## src/bmc_pkg.sv

```systemverilog
package bmc_pkg;
    // ****************************************************************
    // register map
    // ****************************************************************
    localparam logic [4:0] BMC_OFFSET = 5'h00;
    localparam logic [15:0] BMC_RESET_VALUE = 16'h3100;
    localparam logic [15:0] BMC_WRITE_MASK = 16'hff80;
    localparam int BIT_SW_RESET = 15;
    localparam int BIT_LOOPBACK = 14;
    localparam int BIT_SPEED = 13;
    localparam int BIT_AN_ENABLE = 12;
    localparam int BIT_POWER_DOWN = 11;
    localparam int BIT_ISOLATE = 10;
    localparam int BIT_AN_RESTART = 9;
    localparam int BIT_DUPLEX = 8;
    localparam int BIT_COL_TEST = 7;
    // ****************************************************************
    // timing
    // ****************************************************************
    localparam int CLK_PERIOD_NS = 50;
    localparam int SW_RESET_CYCLES = 16;
    localparam int COL_ASSERT_BIT_TIMES = 512;
    localparam int COL_DEASSERT_BIT_TIMES = 4;
    localparam int BIT_TIME_NS_100M = 10;
    // least bit-time bound at 100 Mbps, rounded down, at least one cycle
    localparam int COL_ASSERT_MAX_CYCLES =
        (COL_ASSERT_BIT_TIMES * BIT_TIME_NS_100M) / CLK_PERIOD_NS;
    localparam int COL_DEASSERT_MAX_CYCLES =
        ((COL_DEASSERT_BIT_TIMES * BIT_TIME_NS_100M) / CLK_PERIOD_NS) < 1
        ? 1 : (COL_DEASSERT_BIT_TIMES * BIT_TIME_NS_100M) / CLK_PERIOD_NS;
    localparam logic [4:0] SW_RESET_COUNT = 5'h10;

    typedef enum logic [1:0] {
        RST_IDLE,
        RST_RUN
    } sw_reset_state_t;
endpackage : bmc_pkg

```

## src/phy_common_pinout_mode_mode_control.sv

```systemverilog
`timescale 1ns/1ps
// Contract
// - writing one to bit 15 resets PCS; bit reads one until done.
// - software reset leaves vendor-specific registers untouched.
// - loopback bit returns MAC transmit nibbles onto receive path.
// - with autoneg off, speed bit selects 10 or 100; resets one.
// - common-pinout mode: speed initialised from latched strap; here only when the autoneg strap is low.
// - autoneg enable initialised from latched strap in both modes.
// - autoneg on ignores speed and duplex bits; off they rule.
// - power down bit powers PHY functions down; resets zero.
// - during power down only management register access works; here the reference clock keeps running too.
// - power down is OR of bit and low pin; pin sets the bit; here the pin is ignored in common-pinout mode.
// - isolate disconnects MAC data interface, management stays alive.
// - isolated in RMII master mode stops reference clock output.
// - common-pinout mode: isolate initialised from latched strap.
// - restart writes ignored while autoneg disabled.
// - restart reads one until autoneg re-initiated, then clears.
// - management clearing restart never disturbs running autoneg.
// - duplex bit selects half or full; strap in common mode; resets one.
// - collision test asserts collision within 512 bit times of tx enable.
// - collision test drops collision within 4 bit times of tx end; here it drops up to two 50 ns clock cycles after tx end.
// - register holds 3100h after hardware reset before strap adjust.
module phy_common_pinout_mode_mode_control
    import bmc_pkg::*;
(
    input wire logic I_SYS_CLK,
    input wire logic I_RESETN,
    input wire logic I_REG_WR,
    input wire logic [4:0] I_REG_ADDR,
    input wire logic [15:0] I_REG_WDATA,
    output logic [15:0] O_REG_RDATA,
    input wire logic I_COMMON_PINOUT_MODE,
    input wire logic I_STRAP_SPEED,
    input wire logic I_STRAP_AN_ENABLE,
    input wire logic I_STRAP_ISOLATE,
    input wire logic I_STRAP_DUPLEX,
    input wire logic I_INTERRUPT_POWERDOWN_PIN_N,
    input wire logic I_RMII_MASTER,
    input wire logic I_AN_STARTED,
    input wire logic I_TX_EN,
    input wire logic [3:0] I_TXD,
    input wire logic [3:0] I_LINE_RXD,
    input wire logic I_LINE_RX_DV,
    input wire logic I_LINE_COL,
    input wire logic I_REF_CLK_50M,
    output logic [3:0] O_RXD,
    output logic O_RX_DV,
    output logic O_COL,
    output logic O_REF_CLK_50M,
    output logic O_PCS_RESET,
    output logic O_POWER_DOWN,
    output logic O_AN_ENABLE,
    output logic O_AN_RESTART,
    output logic O_SPEED_100,
    output logic O_FULL_DUPLEX
);
    // ****************************************************************
    // control register state
    // ****************************************************************
    logic [15:0] ctrl_reg, ctrl_next;
    logic strap_done_reg, strap_done_next;
    sw_reset_state_t rst_state_reg, rst_state_next;
    logic [4:0] rst_cnt_reg, rst_cnt_next;
    logic wr_hit;
    logic pin_pd;

    assign wr_hit = I_REG_WR && (I_REG_ADDR == BMC_OFFSET);
    assign pin_pd = I_COMMON_PINOUT_MODE ? 1'b0
                                         : !I_INTERRUPT_POWERDOWN_PIN_N;

    always_comb begin
        ctrl_next = ctrl_reg;
        strap_done_next = 1'b1;
        rst_state_next = rst_state_reg;
        rst_cnt_next = rst_cnt_reg;
        if (!strap_done_reg) begin
            // straps applied once, right after reset release
            ctrl_next[BIT_AN_ENABLE] = I_STRAP_AN_ENABLE;
            if (I_COMMON_PINOUT_MODE) begin
                ctrl_next[BIT_ISOLATE] = I_STRAP_ISOLATE;
                ctrl_next[BIT_DUPLEX] = I_STRAP_DUPLEX;
                if (!I_STRAP_AN_ENABLE) begin
                    ctrl_next[BIT_SPEED] = I_STRAP_SPEED;
                end
            end
        end else if (wr_hit) begin
            // reserved bits stay zero
            ctrl_next[14:10] = I_REG_WDATA[14:10];
            ctrl_next[BIT_DUPLEX] = I_REG_WDATA[BIT_DUPLEX];
            ctrl_next[BIT_COL_TEST] = I_REG_WDATA[BIT_COL_TEST];
            if (I_REG_WDATA[BIT_SW_RESET]) begin
                ctrl_next[BIT_SW_RESET] = 1'b1;
            end
            if (I_REG_WDATA[BIT_AN_ENABLE]) begin
                // writing zero clears only the bit, not autoneg itself
                ctrl_next[BIT_AN_RESTART] = I_REG_WDATA[BIT_AN_RESTART];
            end else begin
                ctrl_next[BIT_AN_RESTART] = 1'b0;
            end
        end
        if (ctrl_reg[BIT_AN_RESTART] && I_AN_STARTED) begin
            ctrl_next[BIT_AN_RESTART] = 1'b0;
        end
        if (pin_pd) begin
            ctrl_next[BIT_POWER_DOWN] = 1'b1;
        end
        case (rst_state_reg)
            RST_IDLE: begin
                if (ctrl_reg[BIT_SW_RESET]) begin
                    rst_state_next = RST_RUN;
                    rst_cnt_next = SW_RESET_COUNT;
                end
            end
            RST_RUN: begin
                if (rst_cnt_reg == 5'h00) begin
                    rst_state_next = RST_IDLE;
                    ctrl_next[BIT_SW_RESET] = 1'b0;
                end else begin
                    rst_cnt_next = rst_cnt_reg - 5'h01;
                end
            end
            default: begin
                rst_state_next = RST_IDLE;
            end
        endcase
    end

    always_ff @(posedge I_SYS_CLK) begin
        if (!I_RESETN) begin
            ctrl_reg <= BMC_RESET_VALUE;
            strap_done_reg <= 1'b0;
            rst_state_reg <= RST_IDLE;
            rst_cnt_reg <= 5'h00;
        end else begin
            ctrl_reg <= ctrl_next;
            strap_done_reg <= strap_done_next;
            rst_state_reg <= rst_state_next;
            rst_cnt_reg <= rst_cnt_next;
        end
    end

    // ****************************************************************
    // collision test timing
    // ****************************************************************
    logic col_test_reg, col_test_next;

    always_comb begin
        col_test_next = ctrl_reg[BIT_COL_TEST] && I_TX_EN;
    end

    always_ff @(posedge I_SYS_CLK) begin
        if (!I_RESETN) begin
            col_test_reg <= 1'b0;
        end else begin
            col_test_reg <= col_test_next;
        end
    end

    // ****************************************************************
    // data path toward the MAC
    // ****************************************************************
    logic [3:0] rxd_reg, rxd_next;
    logic rx_dv_reg, rx_dv_next;
    logic col_reg, col_next;
    logic power_down;
    logic isolate;

    // the data path toward the MAC idles while powered down; registers and reference clock keep running
    assign power_down = ctrl_reg[BIT_POWER_DOWN] || pin_pd;
    assign isolate = ctrl_reg[BIT_ISOLATE];

    always_comb begin
        rxd_next = 4'h0;
        rx_dv_next = 1'b0;
        col_next = 1'b0;
        if (!isolate && !power_down) begin
            if (ctrl_reg[BIT_LOOPBACK]) begin
                rxd_next = I_TXD;
                rx_dv_next = I_TX_EN;
            end else begin
                rxd_next = I_LINE_RXD;
                rx_dv_next = I_LINE_RX_DV;
            end
            col_next = ctrl_reg[BIT_COL_TEST] ? col_test_reg : I_LINE_COL;
        end
    end

    always_ff @(posedge I_SYS_CLK) begin
        if (!I_RESETN) begin
            rxd_reg <= 4'h0;
            rx_dv_reg <= 1'b0;
            col_reg <= 1'b0;
        end else begin
            rxd_reg <= rxd_next;
            rx_dv_reg <= rx_dv_next;
            col_reg <= col_next;
        end
    end

    // ****************************************************************
    // outputs
    // ****************************************************************
    assign O_RXD = rxd_reg;
    assign O_RX_DV = rx_dv_reg;
    assign O_COL = col_reg;
    assign O_REF_CLK_50M = (isolate && I_RMII_MASTER) ? 1'b0
                                                      : I_REF_CLK_50M;
    // only the pcs is reset; vendor registers do not see this strobe
    assign O_PCS_RESET = (rst_state_reg == RST_RUN);
    assign O_POWER_DOWN = power_down;
    assign O_AN_ENABLE = ctrl_reg[BIT_AN_ENABLE];
    assign O_AN_RESTART = ctrl_reg[BIT_AN_RESTART] && ctrl_reg[BIT_AN_ENABLE];
    // while autoneg is enabled the outputs are forced to 100 Mbps and full duplex
    assign O_SPEED_100 = ctrl_reg[BIT_AN_ENABLE] ? 1'b1
                                                 : ctrl_reg[BIT_SPEED];
    assign O_FULL_DUPLEX = ctrl_reg[BIT_AN_ENABLE] ? 1'b1
                                                   : ctrl_reg[BIT_DUPLEX];
    assign O_REG_RDATA = (I_REG_ADDR == BMC_OFFSET)
                         ? (ctrl_reg & BMC_WRITE_MASK) : 16'h0000;
endmodule : phy_common_pinout_mode_mode_control

```

## config.mk

```make
export PLATFORM = sky130hd
export DESIGN_NAME = phy_common_pinout_mode_mode_control
export DESIGN_NICKNAME = d
export VERILOG_FILES = /design/src/bmc_pkg.sv /design/src/phy_common_pinout_mode_mode_control.sv
export SDC_FILE = /design/constraint.sdc
export NUM_CORES = 1
export LEC_CHECK = 0
export BUFFER_PORTS_ARGS = -buffer_cell sky130_fd_sc_hd__buf_2
export CORE_MARGIN = 2
export CORE_UTILIZATION = 44
export CTS_BUF_LIST = sky130_fd_sc_hd__clkbuf_4
export DETAILED_ROUTE_END_ITERATION = 7
export PLACE_DENSITY_LB_ADDON = 0.08
export SLEW_MARGIN = 20
export SYNTH_ARGS = -nofsm -noshare
export SYNTH_HDL_FRONTEND = slang
export SYNTH_SLANG_ARGS = --single-unit
export TNS_END_PERCENT = 50
```

## constraint.sdc

```tcl
create_clock -name I_SYS_CLK -period 2 [get_ports I_SYS_CLK]
set_clock_uncertainty 0.2 [all_clocks]
set_input_delay 0.3 -clock I_SYS_CLK [delete_from_list [all_inputs] [get_ports I_SYS_CLK]]
set_output_delay 0.3 -clock I_SYS_CLK [all_outputs]
set_load 0.02 [all_outputs]
```

# After elaboration in Yosys (flattened, before gate mapping)
# Cells that the tools add are included.
# word_totals
out_inout_bits	29
in_bits	44
elab_cells	77
regBits	24
# op_classes
muxes	30
n_reduce_logical	25
n_eq_ne	6
addsub	1
bitwise_logic	1
# ops
operator	n
$mux 1	19
$mux 16	1
$logic_not 5->1	2
$mux 5	2
$pmux 5 s2	1
$reduce_and 2->1	5
$mux 9	1
$mux 2	4
$reduce_bool 2->1	4
$logic_and 1x1->1	6
$ne 2x1->1 const B	3
$reduce_and 3->1	2
$sub 5x1->5 const B	1
$mux 4	1
$ne 2x2->1 const B	2
$pmux 2 s2	1
$logic_not 1->1	3
$eq 2x1->1 const B	1
$logic_not 2->1	1
$reduce_or 2->1	1
$logic_or 1x1->1	1
$not 1->1	1

# Depth between registers and ports, before layout
# Gate-level depths: netlist (run 1).
# logic_depth
ltp_word	6
ltp_mapped	5
depth_no_buf	5

# Worst setup path after synthesis (run 1)
# No wires, ideal clock.
# synth_timing
kind	reg-to-reg
from	reg rst_cnt_reg[0]
to	reg rst_cnt_reg[2]
period_less_slack_ns	1.549
slack_ns	0.451
n_path_buf	0
t_required_ns	1.728
stages_incl_launch_ff	6
setup_ns	0.072
arrival_time_ns	1.277
path_cell_list	dfxtp_1 -> inv_1 -> ha_1 -> or4b_4 -> nand3_1 -> mux2i_1
# synth_between
elab_chain_len	3
word_cells_on_any_way	6
classes_between	add/sub: 1; eq/ne: 1; mux: 2; reduce/logical: 2
# synth_rtl
item	line_no	source
from (decl)	phy_common_pinout_mode_mode_control.sv:63	logic [4:0] rst_cnt_reg, rst_cnt_next;
from (signal assigned)	phy_common_pinout_mode_mode_control.sv:138	rst_cnt_reg <= rst_cnt_next;
$sub 5x1->5 or $logic_not 5->1 (tied branches)	phy_common_pinout_mode_mode_control.sv:119, phy_common_pinout_mode_mode_control.sv:115	
$mux 5 or $ne 2x2->1 (tied branches)	n/a	
$pmux 5 s2 or $reduce_and 3->1 (tied branches)	n/a	
# Several ways; a longest one is shown, not always the timed one. The select of a mux whose other input is x is not followed.
# A chain may end at the register's enable or synchronous reset.

# Worst setup path after layout (run 1)
# layout_timing
from	reg ctrl_reg[14]
to	out O_REG_RDATA[14]
# layout_between
elab_chain_len	1
# layout_rtl
item	line_no	source
from (decl)	phy_common_pinout_mode_mode_control.sv:60	logic [15:0] ctrl_reg, ctrl_next;
from (signal assigned)	phy_common_pinout_mode_mode_control.sv:135	ctrl_reg <= ctrl_next;
$mux 16	phy_common_pinout_mode_mode_control.sv:219	? (ctrl_reg & BMC_WRITE_MASK) : 16'h0000;
to (decl)	phy_common_pinout_mode_mode_control.sv:31	output logic [15:0] O_REG_RDATA,
# No other way between the ends.

==> impl_metrics.yaml, run 1 <==
worst_setup_path:
  crit_type: "reg2out"
  cp_max_fo: 7
  worstPathArrival_ns: 1.23
  crit_path_end: "O_REG_RDATA[14]"
  ff2ff_setup_slack_ns: 0.32
  cp-start-kind: "flip-flop"
  reg2reg_depth: 5
  regToRegStartpoint: "rst_cnt_reg[0]"
  crit_required_ns: 1.50
  cp-end-kind: "primary output"
  rr_endpoint: "rst_cnt_reg[2]"
  critPathLaunch: "ctrl_reg[14]"
placed_design:
  gp_congestion: 0.752
  port_buffers: 58
  hpwl_um: 2390
synth:
  synth.most_common_cell: "dfxtp_1"
  synth_top_cell_area_share_pct: 37.4
  seq_area_frac_synth_pct: 37.4
  yosys.area_share.simple_pct: 28.4
  synthFlopType: "dfxtp_1"
  async_flop_share_pct: 0
  synth_edf_count: 0
  synth_top_family_by_area: "simple AND/OR/NAND/NOR gates"
  muxShareOfSynthArea_pct: 5.69
  synth_fa_ha_area_share_pct: 1.02
  syn_avg_cell_area_um2: 9.13
  syn-instance-count: 135
  synth_compound_gate_area_share_pct: 17.0
  yosys-top-cells-count: "23 x dfxtp_1, 11 x and3_1, 9 x nor2_1"
  synth_area_leaders: "dfxtp_1 37%, mux2i_1 5.7%, and3_1 5.6%"
  ys_warn_count: 0
  synth_xor_area_share_pct: 0
  yosysTopAreaCell: "dfxtp_1"
  synth_area_um2: 1230
  ys_seq_elements: 23
  ys_types: 46
cts:
  postCtsSetupBuffers: 0
  cts_root_buffer: "clkbuf_4"
  ctsResizeCount: 0
  htree_levels: 1
  cts.path.max_buffers: 2
  clock_latency_ns: 0.31
  cts_hold_buf: 2
  cts.sinks: 23
  path_clk_slew_ns: 0.12
  cts_buffers: 3
  cts_tree: "yes"
detailed_routing:
  vias_per_cell: 5.31
  first_iter_violations: 41
  drt-total-wl_um: 3060
  detail_route.wl_per_cell_um: 13.4
  drcViolationCount: 0
  drt_pre_antenna_iters: 4
  detail-route-antenna-nets: 0
  vias: 1211
die:
  die_h_um: 56.9
  core_region_area_um2: 2710
  die_area_um2: 3240
  die_x_um: 56.9
  initial_core_util_pct: 45.5
  rows: 19
  io_pins: 73
outcome:
  status: "completed"
final_layout:
  final_layout_size_suffix_gt1_share_pct: 38.1
  final_nets: 243
  largest_reg_flops: 9
  nFillCells: 271
  syn_to_final_growth_pct: 27.2
  antennaDiodeCount: 0
grt:
  antenna_found_initial: 0
  grt_pass1_wl_um: 4810
  grt_usage_pct: 19.1
  grt_pass1_vias: 1084
  overflow: 0
  grt_max_degree: 19
sta:
  min_period_ns: 1.73
  fin_setup_tns_ns: 0
  setup_violations: 0
  timing.fmax_mhz: 577
  hold_viol_final: 0
  slew_headroom_pct: 67.1
  fin_worst_hold_slack_ns: 0.00817
  worst_pin_slew_ns: 0.486
  period_share_pct: 86.7
  slew_violations: 0
  rsz0062_at_grt: "false"
job:
  cap_violations: 0
hold_path:
  min_path_type: "in2reg"
  min-delay-start: "I_LINE_COL"
power_and_ir_drop:
  p_leak_nw: 0.727
  irDropWorstVdd_mv: 0.382
  pwr_density_cell_nw_per_um2: 540
-- routing by layer --
metal	GRT usage [%]	wire length, um	part of all wire (%)	up-vias
met5	0	0	0	-
met2	36.1	1620	53	32
met4	7.97	46	1.5	0
met3	3.46	149	4.9	5
met1	20.5	1240	41	559
li1	-	-	-	615
-- final cells by class --
cell class / count / area [um2] / share of cell area (%)
multi-input cells: 100 / 668 / 42.6
clock inverters: 1 / 5.00 / 0.319
well taps: 31 / 38.8 / 2.47
clock buffers: 3 / 22.5 / 1.44
inverters: 4 / 15.0 / 0.958
flip-flops and latches: 23 / 460 / 29.4
repair buffers: 66 / 358 / 22.8
-- worst min path at each step --
stage	end	slack, ns	cells after the start
after floorplan	strap_done_reg	0.13	0
after global placement	O_COL	0.25	2
after global routing	O_COL	0.01	3
after CTS	ctrl_reg[12]	0.0004	2
after detailed placement	O_COL	0.26	2
final	O_COL	0.008	3
-- through the flow --
step	utilization, %	power (W)	area (um2)	std cells	worst slack (ns)
after detailed placement	55.7	0.000638	1510	221	0.334
after CTS	57.5	0.000856	1560	227	0.258
after global placement	55.7	0.000634	1510	221	0.352
after floorplan	-	0.000582	1250	141	0.451
after global routing	57.8	0.000891	1570	228	0.176
final	57.8	0.000847	1570	228	0.265
-- cell usage in the layout, fill, tap and decap left out, types with 2 or more instances in the layout --
master	Yosys	layout
buf_4	7	5
o211ai_1	3	3
a21oi_1	8	8
mux2i_1	7	7
buf_2	0	58
conb_1	1	7
nand2b_1	2	2
clkbuf_4	0	3
inv_1	4	4
nand3_1	7	7
o21ai_1	3	3
a31oi_1	3	3
dlygate4sd3_1	0	3
and3_1	11	11
nand2_1	4	4
nor2_1	9	9
o21ai_0	2	2
nor3_1	2	2
nand3b_1	2	2
nand4bb_1	2	2
or2_2	2	2
or3_1	3	3
o2111ai_1	2	2
dfxtp_1	23	23
-- power breakdown --
part | internal [W] | switching, W | leakage (nW) | total (W)
Sequential | 0.000473 | 0.00000883 | 0.188 | 0.000482
Clock | 0.0000748 | 0.000140 | 0.0177 | 0.000215
Combinational | 0.0000648 | 0.0000854 | 0.521 | 0.000150
Total | 0.000613 | 0.000235 | 0.727 | 0.000847
-- kinds of logic (layout without fill, tap and decap cells) --
| group | Yosys count | after routing |
|---|---|---|
| fa+ha+maj | 1 | 1 |
| flops | 23 | 23 |
| simple gates | 55 | 55 |
| compound gates | 30 | 30 |
| mux | 7 | 7 |
| buf+inv | 18 | 74 |
| other cells | 1 | 7 |
-- worst max-delay path, stage by stage (launching register included) --
cell and delay, ns:
dfxtp_1 0.55, and3_1 0.21, buf_2 0.16
No activity file was read; power rests on OpenSTA's default activity.
==> run 2, diff against run 1 <==
BUFFER_PORTS_ARGS = default   (was -buffer_cell sky130_fd_sc_hd__buf_2)
CORE_UTILIZATION = 64   (was 44)
DONT_BUFFER_PORTS = 1   (was default)
==> run 2 against run 1 <==
Setup slack got worse by 0.014 ns. Critical path depth is 1 higher. Global-route usage increased by 8.9 points. Combinational power is 21% lower. First-iteration DRC count shrank 32%. Hold slack improved by 0.0064 ns. Total power is 2.4% lower. Design area shrank 7.0%. Maximum frequency fell by 0.78%. Flip-flop and latch count unchanged. Critical path type is now reg2reg.
==> impl_metrics.yaml, run 2 (same netlist as run 1, synthesis figures left out) <==
sta:
  rsz0062_at_grt: "false"
  min_period_ns: 1.75
  hold_viol_final: 0
  slew_violations: 0
  fin_setup_tns_ns: 0
  fin_worst_hold_slack_ns: 0.0146
  timing.fmax_mhz: 572
  slew_headroom_pct: 64.4
  period_share_pct: 87.4
  setup_violations: 0
  worst_pin_slew_ns: 0.534
final_layout:
  final_nets: 203
  layout_commonest_cell: "dlygate4sd3_1"
  largest_reg_flops: 9
  antennaDiodeCount: 0
  final_layout_size_suffix_gt1_share_pct: 8.92
  final_cell_mix: "24 x dlygate4sd3_1, 23 x dfxtp_1, 11 x and3_1"
  syn_to_final_growth_pct: 18.3
detailed_routing:
  detail_route.wl_per_cell_um: 16.8
  vias_per_cell: 6.16
  drt_pre_antenna_iters: 4
  drcViolationCount: 0
  vias: 1121
  first_iter_violations: 28
  drt-total-wl_um: 3050
  detail-route-antenna-nets: 0
die:
  io_pins: 73
  rows: 15
  die_h_um: 47.9
  die_x_um: 47.9
  initial_core_util_pct: 69.9
  die_area_um2: 2290
  core_region_area_um2: 1760
power_and_ir_drop:
  p_leak_nw: 0.549
  pwr_density_cell_nw_per_um2: 567
  irDropWorstVdd_mv: 0.509
grt:
  grt_pass1_wl_um: 4410
  met3_usage_pct: 5.66
  grtUsageMet1_pct: 32.6
  grt_pass1_vias: 1000
  antenna_found_initial: 0
  use_met2_pct: 48.5
  overflow: 0
  grt_max_degree: 15
  grt_usage_pct: 28.0
  grt.busiest_layer: "met2"
placed_design:
  gp_congestion: 0.877
  port_buffers: 0
  hpwl_um: 1920
cts:
  cts.sinks: 23
  path_clk_slew_ns: 0.12
  postCtsSetupBuffers: 0
  htree_levels: 1
  cts_buffers: 3
  cts_tree: "yes"
  cts.path.max_buffers: 2
  cts_root_buffer: "clkbuf_4"
  clock_latency_ns: 0.31
worst_setup_path:
  cp-end-kind: "flip-flop"
  cp-start-kind: "flip-flop"
  crit_type: "reg2reg"
  cp_max_fo: 7
  worstPathArrival_ns: 1.76
  crit_required_ns: 2.01
outcome:
  status: "completed"
hold_path:
  min_path_type: "in2reg"
job:
  cap_violations: 0
[run 2: cell count changes in the layout (fill, tap and decap cells not counted), sizes merged]
cell / change
buf: -61
dlygate4sd3: +21
[run 2: timing repair]
item / 4_1_cts / 5_1_grt
hold buffers: 24 / 0
resized for setup: 0 / 0
hold endpoints to repair: 19 / 0
[run 2: layer usage]
metal,part of all wire (%),vias to the layer above
met1,40,519
met5,0,-
met2,49,65
met4,1.2,0
li1,-,532
met3,9.6,5
[run 2: per-stage QoR]
stage	instances	total power, W	worst slack [ns]	util, %	cell area [um2]
4_1_cts	182	0.000824	0.302	82.6	1460
6_report	182	0.000827	0.252	82.6	1460
2_1_floorplan	141	0.000582	0.451	-	1250
5_1_grt	182	0.000857	0.200	82.6	1460
3_3_place_gp	154	0.000576	0.376	67.4	1190
3_5_place_dp	154	0.000578	0.348	67.4	1190
[run 2: report_power, final]
| part | internal (W) | switching [W] | total, W | leakage [nW] |
|---|---|---|---|---|
| registers | 0.000473 | 0.0000205 | 0.000494 | 0.188 |
| clock network | 0.0000748 | 0.000139 | 0.000214 | 0.0177 |
| logic | 0.0000564 | 0.0000624 | 0.000119 | 0.344 |
[run 2: worst paths after layout]
path,to,slack (ns),cells after the start,from
hold / removal,ctrl_reg[7],0.01,3,I_REG_ADDR[4]
setup reg to reg,O_RX_DV,0.25,3,ctrl_reg[14]
hold reg to reg,rst_cnt_reg[4],0.30,2,rst_cnt_reg[4]
setup / recovery,O_RX_DV,0.25,3,ctrl_reg[14]
[run 2: area by class of cell]
cell class                      instances  area, um2
Clock buffer                            3       22.5
Clock inverter                          1       5.00
Fill cell                             111        307
Inverter                                4       15.0
Multi-Input combinational cell        100        668
Sequential cell                        23        460
Tap cell                               25       31.3
Timing Repair Buffer                   26        255
[run 2: worst max-delay path, stage by stage (launching register included)]
cell and delay (ns):
dfxtp_1 0.56, mux2i_1 0.26, dlygate4sd3_1 0.58, nor2_1 0.04
